===== config.mk =====
export PLATFORM = sky130hd
export DESIGN_NAME = branch_bit_shift_exec
export DESIGN_NICKNAME = d
export VERILOG_FILES = /design/src/logic/exec_pkg.sv /design/src/logic/shift_unit.sv /design/src/logic/branch_bit_shift_exec.sv
export SDC_FILE = /design/constraint.sdc
export NUM_CORES = 1
export LEC_CHECK = 0
export BUFFER_PORTS_ARGS = -buffer_cell sky130_fd_sc_hd__buf_2
export CORE_MARGIN = 4
export CORE_UTILIZATION = 44
export DETAILED_ROUTE_END_ITERATION = 12
export GPL_ROUTABILITY_DRIVEN = 0
export PLACE_DENSITY = 0.71
export SKIP_CTS_REPAIR_TIMING = 1
export SYNTH_ARGS = -nofsm -noshare
export SYNTH_HDL_FRONTEND = slang
export SYNTH_SLANG_ARGS = --single-unit
export TNS_END_PERCENT = 10

===== constraint.sdc =====
create_clock -name clock -period 2.25 [get_ports clock]
set_clock_uncertainty 0.2 [all_clocks]
set_input_delay 0.45 -clock clock [delete_from_list [all_inputs] [get_ports clock]]
set_output_delay 0.45 -clock clock [all_outputs]
set_load 0.1 [all_outputs]

===== src/logic/exec_pkg.sv =====
// Summary of operation
// - Carry branches go to pc+k+1 on carry set or clear; one cycle untaken, two taken.
// - Signed branches test negative xor overflow; greater-equal on 0, less-than on 1.
// - Half-carry and T-flag branches follow their flag and leave flags alone.
// - Overflow branches follow the overflow flag; one cycle untaken, two taken.
// - Interrupt-state branches follow the global interrupt enable flag, no flag effects.
// - I/O bit set and clear force one bit, take two cycles, no flags change.
// - Rotates pass carry in and the outgoing bit to carry; update Z C N V.
// - Arithmetic right shift keeps bit 7 and updates Z C N V in one cycle.
// - Bit store copies a register bit to T; bit load copies T back.
// - Each status flag can be set or cleared alone by index.
// - Bit operations reach only I/O addresses 0x00 to 0x1f.
// - I/O bit set and clear write the whole byte back: w1c bits as zero, the addressed bit forced.
// - Some status flags clear when software writes one to them.
// - I/O transfers use 0x00 to 0x3f; data space adds 0x20.
// - Extended I/O 0x60 to 0xff is reached only by data-space access.
package exec_pkg;
    typedef enum logic [4:0] {
        op_nop, op_branch_clear, op_branch_set, op_branch_greater_equal,
        op_branch_less_than, op_logical_left_shift, op_logical_right_shift,
        op_rotate_left_carry, op_rotate_right_carry, op_arith_right_shift,
        op_swap, op_flag_set_indexed, op_flag_clear_indexed, op_bit_to_tflag,
        op_tflag_to_bit, op_io_bit_set, op_io_bit_clear, op_io_in, op_io_out,
        op_data_load, op_data_store
    } op_type;

    // Status flag bit positions
    localparam logic [2:0] flag_c = 3'h0;
    localparam logic [2:0] flag_z = 3'h1;
    localparam logic [2:0] flag_n = 3'h2;
    localparam logic [2:0] flag_v = 3'h3;
    localparam logic [2:0] flag_s = 3'h4;
    localparam logic [2:0] flag_h = 3'h5;
    localparam logic [2:0] flag_t = 3'h6;
    localparam logic [2:0] flag_i = 3'h7;
    localparam logic [7:0] flags_reset = 8'h00;

    localparam logic [7:0] io_bit_last = 8'h1f;
    localparam logic [7:0] io_last = 8'h3f;
    localparam logic [7:0] io_data_offset = 8'h20;
    localparam logic [7:0] ext_io_first = 8'h60;
    localparam logic [7:0] ext_io_last = 8'hff;
    localparam logic [7:0] data_io_last = 8'h5f;
    localparam logic [7:0] pc_one = 8'h01;
endpackage


===== src/logic/shift_unit.sv =====
`timescale 1ns/1ps
module shift_unit (
    // Operation
    input wire exec_pkg::op_type op,
    input wire logic [7:0] operand,
    input wire logic carry_in,
    // Result
    output logic [7:0] result,
    output logic carry_out,
    output logic writes_flags
);
    always_comb begin
        result = operand;
        carry_out = carry_in;
        writes_flags = 1'b1;
        case (op)
            exec_pkg::op_logical_left_shift: begin
                result = {operand[6:0], 1'b0};
                carry_out = operand[7];
            end
            exec_pkg::op_logical_right_shift: begin
                result = {1'b0, operand[7:1]};
                carry_out = operand[0];
            end
            exec_pkg::op_rotate_left_carry: begin
                result = {operand[6:0], carry_in};
                carry_out = operand[7];
            end
            exec_pkg::op_rotate_right_carry: begin
                result = {carry_in, operand[7:1]};
                carry_out = operand[0];
            end
            exec_pkg::op_arith_right_shift: begin
                result = {operand[7], operand[7:1]};
                carry_out = operand[0];
            end
            exec_pkg::op_swap: begin
                result = {operand[3:0], operand[7:4]};
                writes_flags = 1'b0;
            end
            default: begin
                writes_flags = 1'b0;
            end
        endcase
    end
endmodule


===== src/logic/branch_bit_shift_exec.sv =====
`timescale 1ns/1ps
module branch_bit_shift_exec (
    // Clock and reset
    input wire logic clock,
    input wire logic rst_n,
    // Instruction
    input wire logic issue,
    input wire exec_pkg::op_type op,
    input wire logic [7:0] operand,
    input wire logic [2:0] bit_sel,
    input wire logic [7:0] addr,
    input wire logic [7:0] offset_k,
    input wire logic [7:0] store_data,
    // I/O space
    input wire logic [7:0] io_read_data,
    input wire logic [7:0] io_w1c_mask,
    // Results
    output logic [7:0] pc,
    output logic [7:0] status_flags,
    output logic [7:0] result_data,
    output logic result_valid,
    output logic busy,
    output logic io_write,
    output logic [7:0] io_addr,
    output logic [7:0] io_write_data,
    output logic addr_error
);
    logic [7:0] pc_reg, pc_next;
    logic [7:0] flags_reg, flags_next;
    logic [7:0] result_reg;
    logic valid_reg;
    logic busy_reg;
    logic io_write_reg;
    logic [7:0] io_addr_reg, io_data_reg;
    logic err_reg;
    logic [7:0] shift_result;
    logic shift_carry, shift_flags;
    logic taken;
    logic [7:0] hold_addr;
    logic [2:0] hold_bit;
    logic hold_set;
    // Marks the write-back cycle of an I/O bit op; a taken branch is busy as well
    logic rmw_reg;
    logic [7:0] keep_bits;

    shift_unit shifter (
        .op(op),
        .operand(operand),
        .carry_in(flags_reg[exec_pkg::flag_c]),
        .result(shift_result),
        .carry_out(shift_carry),
        .writes_flags(shift_flags)
    );

    function automatic logic io_bit_ok(input logic [7:0] a);
        io_bit_ok = (a <= exec_pkg::io_bit_last);
    endfunction

    // Both I/O bit ops share the range check and the write-back path
    function automatic logic is_io_bit_op(input exec_pkg::op_type o);
        is_io_bit_op = (o == exec_pkg::op_io_bit_set) || (o == exec_pkg::op_io_bit_clear);
    endfunction

    // W1c bits go back as zero so a bit op clears no pending flag except the one a bit set addresses
    assign keep_bits = io_read_data & ~io_w1c_mask;

    // Branch condition; the flag is chosen by bit_sel for set/clear forms
    always_comb begin
        taken = 1'b0;
        case (op)
            exec_pkg::op_branch_set: taken = flags_reg[bit_sel];
            exec_pkg::op_branch_clear: taken = ~flags_reg[bit_sel];
            exec_pkg::op_branch_greater_equal: begin
                taken = ~(flags_reg[exec_pkg::flag_n] ^ flags_reg[exec_pkg::flag_v]);
            end
            exec_pkg::op_branch_less_than: begin
                taken = flags_reg[exec_pkg::flag_n] ^ flags_reg[exec_pkg::flag_v];
            end
            default: taken = 1'b0;
        endcase
    end

    // Offset wraps inside the 8-bit pc; a longer reach needs a wider pc
    always_comb begin
        pc_next = pc_reg + exec_pkg::pc_one;
        if (taken) begin
            pc_next = pc_reg + offset_k + exec_pkg::pc_one;
        end
    end

    // Flag updates; branches never touch flags
    // V after a shift is N xor C of the shifted result
    always_comb begin
        logic [7:0] r;
        r = shift_result;
        flags_next = flags_reg;
        if (issue && !busy_reg) begin
            if (shift_flags) begin
                flags_next[exec_pkg::flag_c] = shift_carry;
                flags_next[exec_pkg::flag_z] = (r == 8'h00);
                flags_next[exec_pkg::flag_n] = r[7];
                flags_next[exec_pkg::flag_v] = r[7] ^ shift_carry;
            end else if (op == exec_pkg::op_flag_set_indexed) begin
                flags_next[bit_sel] = 1'b1;
            end else if (op == exec_pkg::op_flag_clear_indexed) begin
                flags_next[bit_sel] = 1'b0;
            end else if (op == exec_pkg::op_bit_to_tflag) begin
                flags_next[exec_pkg::flag_t] = operand[bit_sel];
            end
        end
    end

    always_ff @(posedge clock or negedge rst_n) begin
        if (!rst_n) begin
            flags_reg <= exec_pkg::flags_reset;
        end else begin
            flags_reg <= flags_next;
        end
    end

    // Taken branch and I/O bit ops occupy a second cycle
    always_ff @(posedge clock or negedge rst_n) begin
        if (!rst_n) begin
            pc_reg <= 8'h00;
            busy_reg <= 1'b0;
            hold_addr <= 8'h00;
            hold_bit <= 3'h0;
            hold_set <= 1'b0;
            rmw_reg <= 1'b0;
        end else if (busy_reg) begin
            // An issue during the second cycle is dropped; the caller must wait it out
            busy_reg <= 1'b0;
            rmw_reg <= 1'b0;
        end else if (issue) begin
            pc_reg <= pc_next;
            busy_reg <= taken;
            if (is_io_bit_op(op) && io_bit_ok(addr)) begin
                busy_reg <= 1'b1;
                rmw_reg <= 1'b1;
                hold_addr <= addr;
                hold_bit <= bit_sel;
                hold_set <= (op == exec_pkg::op_io_bit_set);
            end
        end
    end

    // Read-modify-write in second cycle; w1c bits written zero so they stay intact
    always_ff @(posedge clock or negedge rst_n) begin
        if (!rst_n) begin
            io_write_reg <= 1'b0;
            io_addr_reg <= 8'h00;
            io_data_reg <= 8'h00;
            err_reg <= 1'b0;
        end else begin
            io_write_reg <= 1'b0;
            err_reg <= 1'b0;
            if (rmw_reg) begin
                // The I/O side must still present hold_addr's content in this cycle
                io_write_reg <= 1'b1;
                io_addr_reg <= hold_addr;
                io_data_reg <= keep_bits | (8'h01 << hold_bit);
                if (!hold_set) begin
                    io_data_reg <= keep_bits & ~(8'h01 << hold_bit);
                end
            end else if (issue && !busy_reg) begin
                case (op)
                    exec_pkg::op_io_bit_set, exec_pkg::op_io_bit_clear: begin
                        err_reg <= !io_bit_ok(addr);
                    end
                    exec_pkg::op_io_out: begin
                        io_write_reg <= (addr <= exec_pkg::io_last);
                        io_addr_reg <= addr;
                        io_data_reg <= store_data;
                        err_reg <= (addr > exec_pkg::io_last);
                    end
                    exec_pkg::op_data_store: begin
                        if (addr >= exec_pkg::io_data_offset && addr <= exec_pkg::data_io_last) begin
                            io_write_reg <= 1'b1;
                            io_addr_reg <= addr - exec_pkg::io_data_offset;
                            io_data_reg <= store_data;
                        end else if (addr >= exec_pkg::ext_io_first) begin
                            io_write_reg <= 1'b1;
                            io_addr_reg <= addr;
                            io_data_reg <= store_data;
                        end else begin
                            err_reg <= 1'b1;
                        end
                    end
                    default: err_reg <= 1'b0;
                endcase
            end
        end
    end

    // Register results
    // result_valid pulses for every accepted instruction, branches included
    always_ff @(posedge clock or negedge rst_n) begin
        if (!rst_n) begin
            result_reg <= 8'h00;
            valid_reg <= 1'b0;
        end else begin
            valid_reg <= 1'b0;
            if (issue && !busy_reg) begin
                valid_reg <= 1'b1;
                case (op)
                    exec_pkg::op_tflag_to_bit: begin
                        result_reg <= operand;
                        result_reg[bit_sel] <= flags_reg[exec_pkg::flag_t];
                    end
                    exec_pkg::op_io_in, exec_pkg::op_data_load: result_reg <= io_read_data;
                    default: result_reg <= shift_result;
                endcase
            end
        end
    end

    assign pc = pc_reg;
    assign status_flags = flags_reg;
    assign result_data = result_reg;
    assign result_valid = valid_reg;
    assign busy = busy_reg;
    assign io_write = io_write_reg;
    assign io_addr = io_addr_reg;
    assign io_write_data = io_data_reg;
    assign addr_error = err_reg;
endmodule


==> key figures <==
Outcome
  • Status: finished with violations
  • Failing checks: negative setup slack

STA
  • Final setup margin: -0.1922 ns
  • Setup_tns: -1.164 ns
  • Slew margin rel.: 0.5901
  • Fmax: 0.4095 GHz
  • Minimum clock period: 2.442 ns
  • Worst-Margin Slew: 0.6102 ns
  • Hold slack: 0.1596 ns
  • Final setup viols: 8
  • Endpoints failing hold: 0
  • Period utilisation layout: 1.085
  • RSZ-0062 raised after global routing: yes
  • Max-slew violation total from the final report: 0

Drt
  • Routed WL: 12.09 mm
  • ANT nets after route: 0
  • First-pass iteration count of the detailed router: 7
  • DRC: 0
  • Routed vias: 4175
  • Initial DRC count: 431
  • Drt wl/cell: 16.68 um
  • Vias per cell: 5.759

Critical path
  • Reg-to-reg slack, setup: -0.19 ns
  • Arr. time, crit path: 2.52 ns
  • Critical Path Start Type: register
  • Critical Path End Type: register
  • CP Max Fanout: 7
  • Required @ worst endpoint: 2.32 ns
  • RR Endpoint: pc[7]
  • Crit path from: status_flags[6]
  • Worst r2r path cells: 6
  • Crit Path Class: reg2reg
  • Critical Path Sink: pc[7]
  • Worst r2r src: status_flags[6]

Worst hold path
  • Worst hold path class: in2reg

Clocking
  • CTS tree: built
  • TritonCTS buffer count: 9
  • Clk slew on worst S/H paths: 0.08 ns
  • Sinks on Clock Net: 57
  • Max Root-Sink Buffers: 2
  • Root buffer cell: clkbuf_8
  • Worst-Skew Late Latency: 0.35 ns
  • Number of H-tree levels: 3

GRT
  • Total congestion overflow: 0
  • First-pass GRT wire length: 19.45 mm
  • Vias in the first global route: 3930
  • Total GRT Usage: 0.2179
  • Met3 Use GR: 0.04780
  • M1 GR Usage: 0.3008
  • Initial antenna violation count: 0
  • Met2 Resource Use GR: 0.3384
  • GR peak layer: met2
  • Largest net degree at the start of global routing: 30

Die
  • FP Rows: 34
  • DIE AREA: 0.01082 mm^2
  • Die Ht: 104 um
  • Starting Density: 0.4583
  • Die X: 104 um
  • Ports: 103
  • Core ar.: 0.008848 mm^2

Placement
  • Hpwl dp: 9.338 mm
  • Placed Cells: 704
  • DP Area: 0.005152 mm^2
  • # port buffers: 102

Power and ir drop
  • Power Density: 1074 mW/mm^2
  • Leakage power: 2.673 nW
  • Overall Power: 5.912 mW
  • Max VDD drop: 598.4 uV

Logic synthesis
  • Register area share after synthesis: 0.3517
  • Synth top area cells: dfrtp_1 35%, mux2i_1 7.4%, nand2_1 4.1%, nor2_1 3.8%, ha_1 3.1%
  • Syn avg cell area: 8.972 um^2
  • Count leader, synth: dfrtp_1
  • FF+latch count, synth: 57
  • Count of cell types in the netlist: 70
  • Cell Area, Synth: 0.004055 mm^2
  • Synth warnings: 0
  • Yosys top cell area share: 0.3517
  • Number of enable flip-flop cells after synthesis: 0
  • Main flop type after synthesis: dfrtp_1
  • Synth Net Count: 522
  • Post-synth top cells: 57 x dfrtp_1, 44 x nand2_1, 41 x nor2_1
  • Post-Synthesis Cells: 452
  • Async SR Flop Fraction: 1.000
  • Yosys top cell by area: dfrtp_1

Cells and area
  • Nets: 682
  • Post-route cell area: 0.005503 mm^2
  • Area Growth Syn to Fin: 35.70%
  • Fraction of layout cells with a size suffix above 1: 0.3728
  • Diode count: 0
  • Post-Layout Cell Count: 725

Run
  • Max-cap violations: 0
==> logic make-up after synthesis <==
group,share of synthesized area
xor gates and xnor gates,0.01296
DFF,0.3517
buffers and inverters,0.04165
muxes,0.1296
and+or+nand+nor,0.2228
adders and majority gates,0.03579
AOI/OAI and AO/OA,0.2055
==> worst min path at each step <==
| stage | cells past startpoint | startpoint | end | slack [ns] |
|---|---|---|---|---|
| floorplan | 0 | rst_n | async pin | -0.05 |
| global placement | 1 | rst_n | io_write_data[3] | 0.09 |
| detailed placement | 1 | rst_n | io_write_data[3] | 0.08 |
| CTS | 1 | rst_n | io_write_data[3] | -0.29 |
| global route | 2 | addr[4] | hold_addr[4] | 0.16 |
| finish | 2 | addr[1] | hold_addr[1] | 0.16 |
==> layout make-up <==
class | count | area [um^2]
clock buffer | 9 | 123.9
multi-input combinational | 357 | 2561
clock inverter | 7 | 93.84
tap | 108 | 135.1
sequential | 57 | 1445
fill | 762 | 3346
timing repair buffer | 175 | 1099
inverter | 12 | 45.04
==> stage by stage <==
step | utilization | setup WS (ns)
after floorplan | - | -0.3492
after global placement | 0.5823 | -0.3398
after detailed placement | 0.5823 | -0.4124
after CTS | 0.6069 | -0.2679
after global routing | 0.6219 | -0.2420
final | 0.6219 | -0.1922
==> worst max-delay path, cell delays in order (launching register included) <==
cell	delay (ns)
dfrtp_4	0.47
mux4_2	0.52
nor4b_2	0.31
a31o_4	0.18
o21ai_4	0.11
or4b_1	0.51
o211ai_2	0.07
==> power by group <==
part | total (mW) | switching (mW) | internal (mW)
sequential | 1.45 | 0.169 | 1.28
combinational | 3.38 | 2.51 | 0.871
clock | 1.09 | 0.464 | 0.623
total | 5.91 | 3.14 | 2.77
==> layer usage <==
metal | vias to the layer above | wire length (um) | part of all wire
li1 | 2006 | - | -
met1 | 1967 | 5480 | 0.45
met2 | 173 | 5579 | 0.46
met3 | 29 | 760 | 0.063
met4 | 0 | 274 | 0.023
met5 | - | 0 | 0
==> placed cells by master, fill, tap and decap left out, types with 10 or more instances in the layout <==
master	instances
nor3_1	12
dfrtp_1	48
nand3b_1	10
mux2i_1	30
nand2_1	44
a21oi_1	14
buf_2	102
nand2b_1	14
inv_1	11
nand3_1	12
nor2_1	41
o21ai_0	13
o21ai_1	25
buf_4	69
No activity file was read; power rests on OpenSTA's default activity.
